**config.mk**
```make
export PLATFORM = sky130hd
export DESIGN_NAME = wsb_core
export DESIGN_NICKNAME = d
export VERILOG_FILES = /design/src/verilog/wsb_pkg.sv /design/src/verilog/wsb_core.sv /design/src/verilog/wsb_pulse_timer.sv
export SDC_FILE = /design/constraint.sdc
export NUM_CORES = 1
export LEC_CHECK = 0
export ABC_AREA = 1
export BUFFER_PORTS_ARGS = -buffer_cell sky130_fd_sc_hd__buf_4
export CAP_MARGIN = 40
export CELL_PAD_IN_SITES_DETAIL_PLACEMENT = 1
export CELL_PAD_IN_SITES_GLOBAL_PLACEMENT = 1
export CORE_ASPECT_RATIO = 1.5
export CORE_UTILIZATION = 40
export DETAILED_ROUTE_END_ITERATION = 8
export PLACE_DENSITY = 0.78
export SLEW_MARGIN = 10
export SYNTH_ARGS = -nofsm -noshare
export SYNTH_HDL_FRONTEND = slang
export SYNTH_SLANG_ARGS = --single-unit
```
**constraint.sdc**
```tcl
create_clock -name clk_sys_i -period 4.2 [get_ports clk_sys_i]
set_input_delay 1.26 -clock clk_sys_i [delete_from_list [all_inputs] [get_ports clk_sys_i]]
set_output_delay 1.26 -clock clk_sys_i [all_outputs]
set_load 0.01 [all_outputs]
```
**src/verilog/wsb_pkg.sv**
```systemverilog
// wsb_pkg: constants, types and timing for the wake/sleep and boot status block
// assumes a single 125 MHz system clock and an external serial-port decoder
package wsb_pkg;

    // ------------------------------------------------------------
    // clock and timing
    // ------------------------------------------------------------
    localparam int unsigned CLK_PERIOD_NS  = 8;       // 125 MHz system clock
    localparam int unsigned NS_PER_US      = 1000;    // unit conversion
    localparam int unsigned NS_PER_MS      = 1000000; // unit conversion

    // ------------------------------------------------------------
    // register map (byte offsets on the serial port)
    // ------------------------------------------------------------
    localparam logic [7:0] EVENT_STATUS_ADDR   = 8'h00; // event_status, read only
    localparam logic [7:0] TEMP_RESULT_ADDR    = 8'h01; // temperature_result, read only
    localparam logic [7:0] MODE_STATUS_ADDR    = 8'h14; // operating_mode_status, read only

    // field positions
    localparam int unsigned BOOT_DONE_BIT      = 0;     // boot_done_flag
    localparam int unsigned WS_CHANGE_BIT      = 1;     // wake_sleep_change_flag
    localparam int unsigned MODE_ASLEEP_BIT    = 0;     // current mode, 1 = sleep
    localparam int unsigned MODE_DIR_BIT       = 1;     // last transition, 1 = into sleep

    // reset values and misc constants
    localparam logic [7:0]  REG_ZERO           = 8'h00;
    localparam logic [15:0] INACT_COUNT_ZERO   = 16'h0000;
    localparam logic [15:0] INACT_COUNT_ONE    = 16'h0001;
    localparam logic [1:0]  PIN_DRIVE_IDLE     = 2'h0;

    // ------------------------------------------------------------
    // types
    // ------------------------------------------------------------
    typedef enum logic {
        WSB_WAKE,
        WSB_SLEEP
    } wsb_mode_type;

    // power / rate set applied in one mode
    typedef struct packed {
        logic [1:0] power;   // power setting code
        logic [3:0] output_data_rate;     // output_data_rate code
        logic [3:0] decim;   // flexible decimation
        logic [7:0] idle;    // flexible idle time
    } wsb_perf_type;

    // event pin configuration, survives soft reset
    typedef struct packed {
        logic polarity;      // event_pin_polarity, 1 = active low
        logic open_drain;    // event_pin_driver_type, 1 = open drain
        logic route_second;  // boot_pulse_route_bit, 1 = second_event_pin
    } wsb_pin_cfg_type;

    // register access from the serial-port decoder
    typedef struct packed {
        logic       rd;      // read strobe, one cycle
        logic       wr;      // write strobe, one cycle
        logic [7:0] addr;    // register offset
        logic [7:0] wdata;   // write data
    } wsb_reg_req_type;

endpackage

```
**src/verilog/wsb_core.sv**
```systemverilog
// wsb_core: auto wake/sleep, boot-done status, boot pulse and temperature result
// assumes odr_tick_i, events and boot strobes come from logic on clk_sys_i
//
// What this block does
// - set change flag on mode switch, except a wake forced by a zero count
// - sleep after programmed idle data periods
// - sleep applies sleep power and rate
// - event wakes device with wake settings
// - mode status shows transition direction
// - reading mode status clears change flag
// - need count>=1; flag needs enable bit
// - boot flag set; cleared by resets only
// - register access refused before boot completes
// - select low: short pulse on routed pin
// - select high: long low open-drain pulse
// - first short boot pulse active high after POR
// - soft reset keeps pin polarity, driver, route
// - temperature is 8-bit two's complement
// - temperature refreshed every data period
`timescale 1ns/10ps
module wsb_core
#(
    parameter int unsigned SHORT_BOOT_PULSE_US = 1,      // short_boot_pulse_width
    parameter int unsigned LONG_BOOT_PULSE_MS  = 1       // long_boot_pulse_width
)
(
    input  wire logic                     clk_sys_i,            // system clock
    input  wire logic                     rst_i,                // power-on reset
    input  wire logic                     soft_reset_i,         // soft reset pulse
    input  wire logic                     hibernate_exit_i,     // hibernate exit pulse
    input  wire logic                     boot_complete_i,      // boot finished pulse
    input  wire logic                     boot_select_pin_i,    // boot_signal_select pin
    input  wire logic                     odr_tick_i,           // one pulse per data period
    input  wire logic                     event_any_i,          // any configured event active
    input  wire logic [7:0]               temp_code_i,          // temperature sample, 00h at 25 C
    input  wire logic [15:0]              inactivity_period_count_i, // idle periods before sleep
    input  wire logic                     wake_sleep_event_enable_i, // change flag enable
    input  wire logic                     flex_mode_i,          // flexible performance select
    input  wire wsb_pkg::wsb_perf_type    wake_perf_i,          // wake settings
    input  wire wsb_pkg::wsb_perf_type    sleep_perf_i,         // sleep settings
    input  wire wsb_pkg::wsb_pin_cfg_type pin_cfg_i,            // event pin settings
    input  wire wsb_pkg::wsb_reg_req_type reg_req_i,            // register access
    output logic [7:0]                    reg_rdata_o,          // read data
    output logic                          reg_ack_o,            // access accepted
    output logic                          reg_nak_o,            // access refused
    output wsb_pkg::wsb_perf_type         active_perf_o,        // settings in force
    output logic                          asleep_o,             // 1 while sleeping
    output logic                          first_event_pin_o,    // pin level
    output logic                          first_event_pin_oe_o, // pin drive enable
    output logic                          second_event_pin_o,   // pin level
    output logic                          second_event_pin_oe_o // pin drive enable
);
    import wsb_pkg::*;

    // ------------------------------------------------------------
    // timing
    // ------------------------------------------------------------
    localparam int unsigned SHORT_BOOT_CYC =
        (SHORT_BOOT_PULSE_US * NS_PER_US + CLK_PERIOD_NS - 1) / CLK_PERIOD_NS;
    localparam int unsigned LONG_BOOT_CYC  =
        (LONG_BOOT_PULSE_MS * NS_PER_MS + CLK_PERIOD_NS - 1) / CLK_PERIOD_NS;

    // ------------------------------------------------------------
    // state
    // ------------------------------------------------------------
    logic            bsel_meta_r;          // synchroniser stage one
    logic            bsel_sync_r;          // synchronised boot select
    logic            boot_done_flag_r;     // boot_done_flag
    logic            ws_change_flag_r;     // wake_sleep_change_flag
    logic            to_sleep_dir_r;       // last transition was into sleep
    wsb_mode_type    mode_r;               // wake or sleep
    logic [15:0]     idle_cnt_r;           // idle data periods counted
    logic [7:0]      temperature_result_r; // temperature_result
    wsb_pin_cfg_type pin_eff_r;            // pin settings governing boot pulse
    logic            boot_start_r;         // launch the boot pulse
    logic            long_mode_r;          // pulse uses long form
    logic            boot_busy;            // boot pulse in progress
    logic            auto_on;              // auto wake/sleep allowed
    logic            go_sleep;             // wake-to-sleep this cycle
    logic            go_wake;              // sleep-to-wake this cycle
    logic            mode_rd;              // accepted read of mode status
    logic [31:0]     pulse_len;            // pulse length chosen at start

    assign auto_on = (inactivity_period_count_i >= INACT_COUNT_ONE);
    assign go_sleep = auto_on && (mode_r == WSB_WAKE) && odr_tick_i && !event_any_i
                      && (idle_cnt_r + INACT_COUNT_ONE >= inactivity_period_count_i);
    assign go_wake  = (mode_r == WSB_SLEEP) && (event_any_i || !auto_on);
    assign mode_rd  = reg_req_i.rd && boot_done_flag_r && (reg_req_i.addr == MODE_STATUS_ADDR);
    assign pulse_len = bsel_sync_r ? LONG_BOOT_CYC : SHORT_BOOT_CYC;

    // ------------------------------------------------------------
    // boot select pin synchroniser
    // ------------------------------------------------------------
    always_ff @(posedge clk_sys_i or posedge rst_i)
    begin
        if (rst_i)
        begin
            bsel_meta_r <= 1'b0;
            bsel_sync_r <= 1'b0;
        end
        else
        begin
            bsel_meta_r <= boot_select_pin_i;
            bsel_sync_r <= bsel_meta_r;
        end
    end

    // ------------------------------------------------------------
    // boot done flag; a completing boot wins over a reset strobe
    // ------------------------------------------------------------
    always_ff @(posedge clk_sys_i or posedge rst_i)
    begin
        if (rst_i)
            boot_done_flag_r <= 1'b0;
        else if (boot_complete_i)
            boot_done_flag_r <= 1'b1;
        else if (soft_reset_i || hibernate_exit_i)
            boot_done_flag_r <= 1'b0;
    end

    // ------------------------------------------------------------
    // pin settings: writes only land after boot, so defaults rule
    // the first pulse after power-on or hibernate exit; frozen from launch to end of pulse
    // ------------------------------------------------------------
    always_ff @(posedge clk_sys_i or posedge rst_i)
    begin
        if (rst_i)
            pin_eff_r <= '0;
        else if (hibernate_exit_i)
            pin_eff_r <= '0;
        else if (boot_done_flag_r && !boot_start_r && !boot_busy)
            pin_eff_r <= pin_cfg_i;              // soft reset leaves this alone
    end

    // ------------------------------------------------------------
    // boot pulse launch on boot completion
    // ------------------------------------------------------------
    always_ff @(posedge clk_sys_i or posedge rst_i)
    begin
        if (rst_i)
        begin
            boot_start_r <= 1'b0;
            long_mode_r  <= 1'b0;
        end
        else
        begin
            boot_start_r <= boot_complete_i && !boot_done_flag_r;
            if (boot_complete_i && !boot_done_flag_r)
                long_mode_r <= bsel_sync_r;
        end
    end

    wsb_pulse_timer #(
        .CNT_W   (32)
    ) u_boot_pulse (
        .clk_sys_i (clk_sys_i),
        .rst_i     (rst_i),
        .start_i   (boot_start_r),
        .len_i     (pulse_len),
        .busy_o    (boot_busy)
    );

    // ------------------------------------------------------------
    // event pin drivers; open drain only drives the low level
    // ------------------------------------------------------------
    always_ff @(posedge clk_sys_i or posedge rst_i)
    begin
        if (rst_i)
        begin
            first_event_pin_o     <= 1'b0;
            first_event_pin_oe_o  <= 1'b1;
            second_event_pin_o    <= 1'b0;
            second_event_pin_oe_o <= 1'b0;
        end
        else if (long_mode_r)
        begin
            // long form: second pin, active low, open drain
            first_event_pin_o     <= pin_eff_r.polarity;
            first_event_pin_oe_o  <= !pin_eff_r.open_drain;
            second_event_pin_o    <= 1'b0;
            second_event_pin_oe_o <= boot_busy;
        end
        else
        begin
            // short form: routed pin, programmed polarity and driver
            first_event_pin_o  <= pin_eff_r.polarity ^
                                  (boot_busy && !pin_eff_r.route_second);
            second_event_pin_o <= pin_eff_r.polarity ^
                                  (boot_busy && pin_eff_r.route_second);
            first_event_pin_oe_o  <= !pin_eff_r.open_drain ||
                (pin_eff_r.polarity ^ (boot_busy && !pin_eff_r.route_second)) == 1'b0;
            second_event_pin_oe_o <= !pin_eff_r.open_drain ||
                (pin_eff_r.polarity ^ (boot_busy && pin_eff_r.route_second)) == 1'b0;
        end
    end

    // ------------------------------------------------------------
    // wake/sleep mode machine
    // ------------------------------------------------------------
    always_ff @(posedge clk_sys_i or posedge rst_i)
    begin
        if (rst_i)
        begin
            mode_r         <= WSB_WAKE;
            to_sleep_dir_r <= 1'b0;
        end
        else
        begin
            case (mode_r)
                WSB_WAKE:
                begin
                    if (go_sleep)
                    begin
                        mode_r         <= WSB_SLEEP;
                        to_sleep_dir_r <= 1'b1;
                    end
                end
                WSB_SLEEP:
                begin
                    if (go_wake)
                    begin
                        mode_r         <= WSB_WAKE;
                        to_sleep_dir_r <= 1'b0;
                    end
                end
                default:
                    mode_r <= WSB_WAKE;
            endcase
        end
    end

    // ------------------------------------------------------------
    // idle period counter; any event restarts the interval
    // ------------------------------------------------------------
    always_ff @(posedge clk_sys_i or posedge rst_i)
    begin
        if (rst_i)
            idle_cnt_r <= INACT_COUNT_ZERO;
        else if (!auto_on || mode_r == WSB_SLEEP || event_any_i || go_sleep)
            idle_cnt_r <= INACT_COUNT_ZERO;
        else if (odr_tick_i)
            idle_cnt_r <= idle_cnt_r + INACT_COUNT_ONE;
    end

    // ------------------------------------------------------------
    // change flag: a transition in the read cycle still sets it
    // ------------------------------------------------------------
    always_ff @(posedge clk_sys_i or posedge rst_i)
    begin
        if (rst_i)
            ws_change_flag_r <= 1'b0;
        else if ((go_sleep || (go_wake && auto_on)) && wake_sleep_event_enable_i)
            ws_change_flag_r <= 1'b1;
        else if (mode_rd || !wake_sleep_event_enable_i)
            ws_change_flag_r <= 1'b0;
    end

    // ------------------------------------------------------------
    // applied power and rate set
    // ------------------------------------------------------------
    always_ff @(posedge clk_sys_i or posedge rst_i)
    begin
        if (rst_i)
        begin
            active_perf_o <= '0;
            asleep_o      <= 1'b0;
        end
        else
        begin
            // unused half of the set is zeroed so the consumer sees one choice
            active_perf_o <= (mode_r == WSB_SLEEP) ? sleep_perf_i : wake_perf_i;
            if (flex_mode_i)
                active_perf_o.output_data_rate <= '0;
            else
            begin
                active_perf_o.decim <= '0;
                active_perf_o.idle  <= '0;
            end
            asleep_o <= (mode_r == WSB_SLEEP);
        end
    end

    // ------------------------------------------------------------
    // temperature result, raw two's complement code
    // ------------------------------------------------------------
    always_ff @(posedge clk_sys_i or posedge rst_i)
    begin
        if (rst_i)
            temperature_result_r <= REG_ZERO;
        else if (odr_tick_i)
            temperature_result_r <= temp_code_i;
    end

    // ------------------------------------------------------------
    // register port; all registers are read only, writes just ack after boot
    // ------------------------------------------------------------
    always_ff @(posedge clk_sys_i or posedge rst_i)
    begin
        if (rst_i)
        begin
            reg_rdata_o <= REG_ZERO;
            reg_ack_o   <= 1'b0;
            reg_nak_o   <= 1'b0;
        end
        else
        begin
            reg_ack_o <= (reg_req_i.rd || reg_req_i.wr) && boot_done_flag_r;
            reg_nak_o <= (reg_req_i.rd || reg_req_i.wr) && !boot_done_flag_r;
            reg_rdata_o <= REG_ZERO;
            if (reg_req_i.rd && boot_done_flag_r)
            begin
                if (reg_req_i.addr == EVENT_STATUS_ADDR)
                begin
                    reg_rdata_o[BOOT_DONE_BIT] <= boot_done_flag_r;
                    reg_rdata_o[WS_CHANGE_BIT] <= ws_change_flag_r;
                end
                else if (reg_req_i.addr == TEMP_RESULT_ADDR)
                    reg_rdata_o <= temperature_result_r;
                else if (reg_req_i.addr == MODE_STATUS_ADDR)
                begin
                    reg_rdata_o[MODE_ASLEEP_BIT] <= (mode_r == WSB_SLEEP);
                    reg_rdata_o[MODE_DIR_BIT]    <= to_sleep_dir_r;
                end
            end
        end
    end
endmodule // wsb_core

```
**src/verilog/wsb_pulse_timer.sv**
```systemverilog
// wsb_pulse_timer: one-shot pulse of a length given at start
// assumes start is a one-cycle pulse on the system clock
`timescale 1ns/10ps
module wsb_pulse_timer
#(
    parameter int unsigned CNT_W = 32                    // counter width
)
(
    input  wire logic             clk_sys_i,             // system clock
    input  wire logic             rst_i,                 // async reset, active high
    input  wire logic             start_i,               // launch pulse
    input  wire logic [CNT_W-1:0] len_i,                 // pulse length in cycles
    output logic                  busy_o                 // high for len_i cycles
);
    import wsb_pkg::*;

    logic [CNT_W-1:0] left_r;                            // cycles still to go

    // ------------------------------------------------------------
    // down counter; a new start restarts the pulse
    // ------------------------------------------------------------
    always_ff @(posedge clk_sys_i or posedge rst_i)
    begin
        if (rst_i)
        begin
            left_r <= '0;
            busy_o <= 1'b0;
        end
        else if (start_i)
        begin
            left_r <= len_i;
            busy_o <= 1'b1;
        end
        else if (left_r > CNT_W'(1))
        begin
            left_r <= left_r - CNT_W'(1);
        end
        else
        begin
            // last cycle of the pulse
            left_r <= '0;
            busy_o <= 1'b0;
        end
    end

endmodule // wsb_pulse_timer

```
==> flow_summary.json, run 1 <==
{
  "status": "complete, but fails checks",
  "violations": "design-rule violations",
  "cts_tree": "yes",
  "port_buffers": 115,
  "yosysUniqueCellTypes": 38,
  "area_growth_pct": 24.0,
  "synth_edf_count": 0,
  "coreArea_mm2": 0.0135,
  "grt_usage_pct": 23.0,
  "grt-ovfl-total": 0,
  "p_leak_nw": 3.71,
  "slew-limit-headroom_pct": 50.5,
  "path_clk_slew_ps": 80,
  "end_kind": "flop",
  "worstSkewPairLatency_ps": 350,
  "drc": 2,
  "drtIter0Drc": 134,
  "yosys-top-cells-area": "dfrtp_1 (45%), nand2_1 (11%), nor2_1 (7.8%)",
  "grt_pass1_wl_um": 26300,
  "wl_um": 15600,
  "holdBufCountCts": 0,
  "crit_top_cell": "nand2_1",
  "fmax_mhz": 329,
  "ant_nets": 0,
  "grt_max_degree": 52,
  "row_count": 52,
  "yosysWarningCount": 0,
  "post_cts_resized": 0,
  "max-vdd-ir-drop_v": 0.000176,
  "setup_tns_ps": 0,
  "synth_largest_area_cell": "dfrtp_1",
  "clkSinkCount": 101,
  "crit_path_max_incr_delay_ps": 460,
  "crit_arrival_ps": 3330,
  "start_util_pct": 41.0,
  "finalMaxSlewViolations": 0,
  "fin_crit_sh_pct": 72.4,
  "synth_top_area_share_pct": 45.3,
  "post_drt_wl_per_cell_um": 15.9,
  "synth_area_mm2": 0.00552,
  "antenna_found_initial": 0,
  "powerDensity_mw_per_mm2": 347,
  "place_area_mm2": 0.00654,
  "nets": 923,
  "cts_max_level": 3,
  "cp_num_buf_inv": 2,
  "hold_viol_final": 0,
  "synth_nets": 806,
  "seq_area_frac_synth_pct": 45.8,
  "clock_path_buffers": 2,
  "synthMostInstantiatedCell": "nand2_1",
  "cts_buffers": 9,
  "final_cell_area_mm2": 0.00685,
  "fin_skew_ps": 9.23,
  "rsz0062_at_grt": "false",
  "fillers": 1680,
  "ys_seq_elements": 101,
  "cp_top_family": "simple AND/OR/NAND/NOR gates",
  "die_x_um": 97.9,
  "synth_commonest_cells": "nand2_1 (161), nor2_1 (115), dfrtp_1 (100), inv_1 (84), o21ai_0 (37)",
  "diodes": 0,
  "syn_inst": 696,
  "tightest_slew_ps": 741,
  "first_pass_iters": 6,
  "cap_violations": 0,
  "synthArstFlopShare_pct": 100,
  "crit_type": "reg -> reg",
  "min_period_ps": 3040,
  "synth_area_per_cell_um2": 7.94,
  "setup_viol_count_final": 0,
  "worstPathMaxFanout": 17,
  "cp-start-kind": "flop",
  "die_h_um": 146,
  "cts_root_buf": "clkbuf_16",
  "path_cells": "ha_1 > inv_1 > nor2_1 > nand3_1 > xor2_1 > inv_1 > ha_1 > nand4_1 > nor3_1 > nand2_1 > nand2_1 > nand2_1 > a21oi_1",
  "required_ps": 4480,
  "synthFlopType": "dfrtp_1",
  "layout-drive-gt1-share_pct": 21.4,
  "post-cts-setup-buffers": 0,
  "via_per_inst": 5.09,
  "via_count": 4990,
  "num_io_pins": 124,
  "die_area_mm2": 0.0143,
  "hp-class": "reg -> reg",
  "grt_pass1_vias": 5477,
  "critPathSlowestCell": "nand2_1",
  "gp_congestion": 0.855,
  "dpl.hpwl_um": 12000
}
==> placed cells by master (no fill, tap or decap), drive strengths merged, types with 2 or more instances in the layout <==
cell and n:
nand2 167, nor2 141, buf 119, dfrtp 100
inv 88, o21ai 39, nand3 31, nand4 27
xor2 21, ha 19, a21oi 13, nor3 11
xnor2 10, clkbuf 9, clkinv 4, o21bai 3
or2 3, and2 2, o31ai 2
==> registers in the layout (all words and copies together), names as in the netlist, 3 cells and up <==
signal,count
reg_rdata_o,8
u_boot_pulse.left_r,32
temperature_result_r,8
pin_eff_r,3
active_perf_o,18
idle_cnt_r,16
==> where the power goes <==
part	internal [mW]	switching, mW	leakage (nW)	total [mW]
Combinational	0.171	0.240	2.24	0.411
Clock	0.472	0.396	0.152	0.868
Sequential	1.04	0.0578	1.32	1.10
==> cell type report <==
class	instances	area [µm²]	share of cell area (%)
sequential	101	2530	36.9
clock inverter	7	81.3	1.19
multi-input combinational	496	2590	37.8
tap	162	203	2.96
timing repair buffer	119	893	13.0
clock buffer	9	225	3.29
inverter	86	327	4.77
==> stage by stage <==
stage	power, mW	cells	hold slack [ps]	setup slack (ps)	utilization, %
floorplan	1.37	696	331	295	-
global placement	1.51	964	338	1080	48.6
detailed placement	1.53	964	348	1060	48.6
CTS	2.40	980	364	1100	50.8
global route	2.48	980	371	888	50.8
finish	2.37	980	359	1160	50.8
==> worst register-to-register path: cells and delay by family (launching register included) <==
family	cells	cell delay, ps
XOR/XNOR	1	150
adder cells (fa/ha/maj)	2	550
AO/OA/AOI/OAI	1	160
buffers and inverters	2	140
flip-flops	1	410
AND/OR/NAND/NOR	7	1560
==> path summary, 6_finish.rpt <==
kind,from,end,slack (ps),cells past startpoint
worst max-delay path,idle_cnt_r[0],ws_change_flag_r,1160,13
worst min-delay path,bsel_meta_r,bsel_sync_r,360,0
worst max register to register,idle_cnt_r[0],ws_change_flag_r,1160,13
worst min register to register,bsel_meta_r,bsel_sync_r,360,0
max in group asynchronous,rst_i,active_perf_o[16],2420,3
min in group asynchronous,rst_i,temperature_result_r[0],1010,2
==> cells by family (layout without fill, tap and decap cells) <==
group | count (synthesis) | count (layout) | synth area share (%)
flops | 101 | 101 | 45.8
xor+xnor | 31 | 31 | 4.92
buf+inv | 99 | 221 | 7.32
compound gates | 60 | 60 | 6.05
simple gates | 386 | 386 | 31.6
fa+ha+maj | 19 | 19 | 4.30
==> layer usage <==
layer	GRT usage, %	vias up	wire [µm]
met5	0	-	0
met2	44.1	78	8800
met3	2.79	32	320
met4	9.02	0	437
met1	25.2	2451	6030
li1	-	2429	-
No activity file was read; power rests on OpenSTA's default activity.
==> run 2: changes to the inputs <==
- CORE_UTILIZATION: 40 -> 36
- PLACE_DENSITY: 0.78 -> 0.74
- clock period: 4.2 -> 2.7 ns (I/O delays scaled with it)
==> flow_summary.json, run 2 (synthesis gave the netlist of run 1 again) <==
{
  "status": "complete, no violations",
  "via_count": 5087,
  "die_x_um": 103,
  "cts_tree": "yes",
  "ant_nets": 0,
  "die_h_um": 154,
  "clkSinkCount": 101,
  "port_buffers": 115,
  "cp_top_family": "simple AND/OR/NAND/NOR gates",
  "die_area_mm2": 0.0159,
  "end_kind": "flop",
  "critical_path.startpoint": "idle_cnt_r[0]",
  "cap_violations": 0,
  "cts_max_level": 3,
  "diodes": 0,
  "hold_viol_final": 0,
  "setup_ws_ps": 171,
  "area_growth_pct": 26.9,
  "final_cell_mix": "nand2_1 (160), buf_4 (129), nor2_1 (112), dfrtp_1 (100), inv_1 (83)",
  "powerDensity_mw_per_mm2": 508,
  "grt_busiest_layer": "met2",
  "num_io_pins": 124,
  "setup_viol_count_final": 0,
  "critPathSlowestCell": "dfrtp_1",
  "clock_path_buffers": 2,
  "grt_pass1_wl_um": 26800,
  "p_leak_nw": 3.77,
  "fmax_mhz": 395,
  "final_common_cell": "nand2_1",
  "drc": 0,
  "row_count": 55,
  "max-vdd-ir-drop_v": 0.000241,
  "rsz0062_at_grt": "false",
  "grt_usage_pct": 22.1,
  "cts_root_buf": "clkbuf_16",
  "min_period_ps": 2530,
  "worstSkewPairLatency_ps": 340,
  "dpl.hpwl_um": 13200,
  "fin_skew_ps": 6.93,
  "start_util_pct": 36.6,
  "path_clk_slew_ps": 70,
  "place_area_mm2": 0.00667,
  "final_cell_area_mm2": 0.00701,
  "hp-class": "reg -> reg",
  "cts_buffers": 9,
  "grt_use_met2_pct": 44.2,
  "largest_register": "u_boot_pulse.left_r",
  "nets": 936,
  "worstPathMaxFanout": 5,
  "crit_type": "reg -> reg",
  "cp-start-kind": "flop",
  "register_area_mm2": 0.00253,
  "totalPowerFinal_mw": 3.56,
  "via_per_inst": 4.94,
  "cp_num_buf_inv": 2,
  "hold_start": "bsel_meta_r",
  "grt_pass1_vias": 5761,
  "tightest_slew_ps": 538,
  "fillers": 1853,
  "largest_reg_flops": 32,
  "place_ws_ps": -68.3,
  "wl_um": 16600,
  "grt_max_degree": 72,
  "coreArea_mm2": 0.0151,
  "crit_path_max_incr_delay_ps": 410,
  "layout-drive-gt1-share_pct": 23.2,
  "post_drt_wl_per_cell_um": 16.1,
  "required_ps": 2980,
  "crit_arrival_ps": 2810,
  "finalMaxSlewViolations": 0,
  "crit_top_cell": "nand2_1",
  "grt-ovfl-total": 0,
  "use_met1_pct": 21.0,
  "reg_top3": "u_boot_pulse.left_r (32), active_perf_o (18), idle_cnt_r (16)",
  "holdBufCountCts": 0,
  "antenna_found_initial": 0,
  "first_pass_iters": 4,
  "use_met3_pct": 3.27,
  "setup_tns_ps": 0,
  "fin_crit_sh_pct": 93.6,
  "multi_input_area_mm2": 0.00262,
  "crit-reg2reg-launch": "idle_cnt_r[0]",
  "slew-limit-headroom_pct": 63.8,
  "gp_congestion": 0.830,
  "drtIter0Drc": 73,
  "path_cells": "inv_1 > nor2_4 > nand2_2 > nor2_2 > nand2_1 > nand2_1 > nand2_1 > ha_1 > a21oi_1 > o21ai_0 > nor2_4 > buf_4 > nand4_1 > nand2_1"
}
[run 2: changes by cell type in the layout (fill, tap and decap cells not counted), sizes merged]
cell | previous run | this run
buf | 119 | 132
clkinv | 4 | 6
clkinvlp | 0 | 2
inv | 88 | 84
bufinv | 1 | 0
clkbuf | 9 | 10
[run 2: worst paths after layout]
kind                       slack [ps]  cells after the start               endpoint
max                               170                     14          idle_cnt_r[8]
min                               360                      0            bsel_sync_r
max reg2reg                       170                     14          idle_cnt_r[8]
min reg2reg                       360                      0            bsel_sync_r
max in group asynchronous        1780                      3   first_event_pin_oe_o
min in group asynchronous         570                      3  second_event_pin_oe_o
[run 2: timing repair]
action                     4_1_cts  5_1_grt
gates cloned                     0        1
setup endpoints to repair       18       19
pin swaps                        2        1
setup buffers                    2        1
resized for setup                2        9
[run 2: worst reg2reg max path, stage by stage, from the launching register on]
cell and delay (ps):
dfrtp_1 410, inv_1 110, nor2_4 180, nand2_2 130, nor2_2 150, nand2_1 80, nand2_1 70, nand2_1 80
ha_1 310, a21oi_1 170, o21ai_0 170, nor2_4 240, buf_4 180, nand4_1 90, nand2_1 90
[run 2: power breakdown]
group,switching [mW],internal [mW]
Combinational,0.377,0.271
Sequential,0.0885,1.61
Clock,0.586,0.625
Total,1.05,2.51
[run 2: per-stage QoR]
step / utilization, % / hold WS [ps] / instances
floorplan: - / 331 / 696
CTS: 46.2 / 363 / 1028
global route: 46.5 / 368 / 1030
global placement: 44.3 / 339 / 1010
finish: 46.5 / 360 / 1030
detailed placement: 44.3 / 348 / 1010
[run 2: final cells by class]
class | count | share of cell area, %
clock buffers | 10 | 3.27
clock inverters | 6 | 0.571
inverters | 86 | 4.68
multi-input cells | 496 | 37.4
flip-flops and latches | 101 | 36.1
well taps | 199 | 3.55
repair buffers | 132 | 14.4
[run 2: layer usage]
layer	wire length, µm	up-vias	part of all wire (%)
li1	-	2452	-
met1	5740	2509	35
met2	9890	85	60
met3	343	41	2.1
met4	608	0	3.7
met5	0	-	0
==> run 3: changes to the inputs <==
- clock period: 2.7 -> 2 ns (I/O delays scaled with it)
==> flow_summary.json, run 3 (synthesis gave the netlist of run 1 again) <==
{
  "nets": 961,
  "worstSkewPairLatency_ps": 350,
  "finalMaxSlewViolations": 0,
  "reg_top3": "u_boot_pulse.left_r (32), active_perf_o (18), idle_cnt_r (16)",
  "coreArea_mm2": 0.0151,
  "fillers": 1840,
  "port_buffers": 115,
  "hp-class": "in -> async",
  "min_period_ps": 2370,
  "tightest_slew_ps": 770,
  "via_count": 5141,
  "cts_tree": "yes",
  "largest_register": "u_boot_pulse.left_r",
  "drc": 0,
  "num_io_pins": 124,
  "clock_path_buffers": 2,
  "fin_util_pct": 49.0,
  "holdBufCountCts": 0,
  "gp_congestion": 0.821,
  "end_kind": "flop",
  "start_util_pct": 36.6,
  "layout-drive-gt1-share_pct": 28.0,
  "setup_tns_ps": -5980,
  "first_pass_iters": 4,
  "holdWs_ps": 308,
  "place_area_mm2": 0.00691,
  "rsz0062_at_grt": "true",
  "final_cell_area_mm2": 0.00739,
  "grt_max_degree": 30,
  "die_h_um": 154,
  "fmax_mhz": 422,
  "crit_arrival_ps": 2650,
  "slew-limit-headroom_pct": 48.6,
  "grt_pass1_wl_um": 27100,
  "via_per_inst": 4.87,
  "status": "complete, but fails checks",
  "fin_crit_sh_pct": 118,
  "final_cell_mix": "nand2_1 (155), buf_4 (149), nor2_1 (107), dfrtp_1 (98), inv_1 (82)",
  "hold_viol_final": 0,
  "crit_type": "reg -> reg",
  "fin_skew_ps": 12.2,
  "max-vdd-ir-drop_v": 0.000378,
  "final_common_cell": "nand2_1",
  "powerDensity_mw_per_mm2": 674,
  "required_ps": 2280,
  "violations": "negative setup slack",
  "die_x_um": 103,
  "antenna_found_initial": 0,
  "drtIter0Drc": 150,
  "ant_nets": 0,
  "path_clk_slew_ps": 70,
  "grt_pass1_vias": 5806,
  "clkSinkCount": 101,
  "grt_usage_pct": 22.3,
  "row_count": 55,
  "die_area_mm2": 0.0159,
  "grt-ovfl-total": 0,
  "diodes": 0,
  "r2r_cells": 14,
  "worstPathMaxFanout": 5,
  "cap_violations": 0,
  "setup_viol_count_final": 19,
  "cts_max_level": 3,
  "area_growth_pct": 33.8,
  "cp-start-kind": "flop",
  "cts_buffers": 9,
  "post_drt_wl_per_cell_um": 15.7,
  "setup_ws_ps": -369,
  "largest_reg_flops": 32,
  "wl_um": 16600,
  "dpl.hpwl_um": 13100,
  "p_leak_nw": 3.94,
  "cts_root_buf": "clkbuf_16"
}
run 3: changes by cell type in the layout (fill, tap and decap cells not counted), moves of 3 or more:
cell	change
nand2_2	+4
buf_12	+3
nor2_2	+3
nand2_1	-5
nor2_1	-5
clkinv_2	-3
ha_4	+3
ha_1	-3
xor2_2	+3
xor2_1	-3
buf_4	+20
run 3: metal layers:
| metal | part of all wire [%] | GRT usage [%] | vias up |
|---|---|---|---|
| li1 | - | - | 2502 |
| met1 | 36 | 22.4 | 2539 |
| met2 | 60 | 44.9 | 68 |
| met3 | 1.5 | 2.45 | 32 |
| met4 | 2.4 | 8.32 | 0 |
| met5 | 0 | 0 | - |
run 3: metrics by stage:
step | total power [mW] | setup slack (ps) | instances
4_1_cts | 5.04 | -382 | 1053
2_1_floorplan | 2.88 | -118 | 696
3_3_place_gp | 3.20 | -354 | 1035
6_report | 4.98 | -369 | 1055
5_1_grt | 5.22 | -589 | 1055
3_5_place_dp | 3.24 | -491 | 1035
run 3: worst paths after layout:
| path | from | slack (ps) | endpoint |
|---|---|---|---|
| hold reg to reg | bsel_meta_r | 350 | bsel_sync_r |
| setup / recovery | idle_cnt_r[1] | -370 | idle_cnt_r[8] |
| max in group asynchronous | rst_i | 1130 | first_event_pin_oe_o |
| setup reg to reg | idle_cnt_r[1] | -370 | idle_cnt_r[8] |
| min in group clk_sys_i | bsel_meta_r | 350 | bsel_sync_r |
| hold / removal | rst_i | 310 | reg_ack_o |
run 3: timing repair:
item | CTS | global route
pin swaps | 21 | 10
setup buffers | 2 | 2
endpoints found under the setup margin | 19 | 19
gates resized for setup | 15 | 18
run 3: layout make-up:
cell class	instances	area [µm²]	area share (%)
clock buffer	10	239	3.23
clock inverter	6	65.1	0.880
inverter	86	328	4.44
multi-input combinational	496	2730	37.0
sequential	101	2530	34.3
tap	199	249	3.37
timing repair buffer	157	1240	16.8
run 3: report_power, final:
part,switching (mW),internal (mW),total (mW)
Combinational,0.533,0.389,0.922
Sequential,0.121,2.18,2.30
Clock,0.844,0.916,1.76
run 3: critical path, cell delays in order, from the launching register on:
cell and delay, ps:
dfrtp_2 400, nand2_2 70, nor2_4 170, nand2_4 120, nor2_4 110, xor2_2 170
ha_1 270, nand2_1 60, inv_1 30, o21bai_1 130, a21oi_1 90, nor2_2 250
buf_4 190, nand4_1 110, nand2_1 120
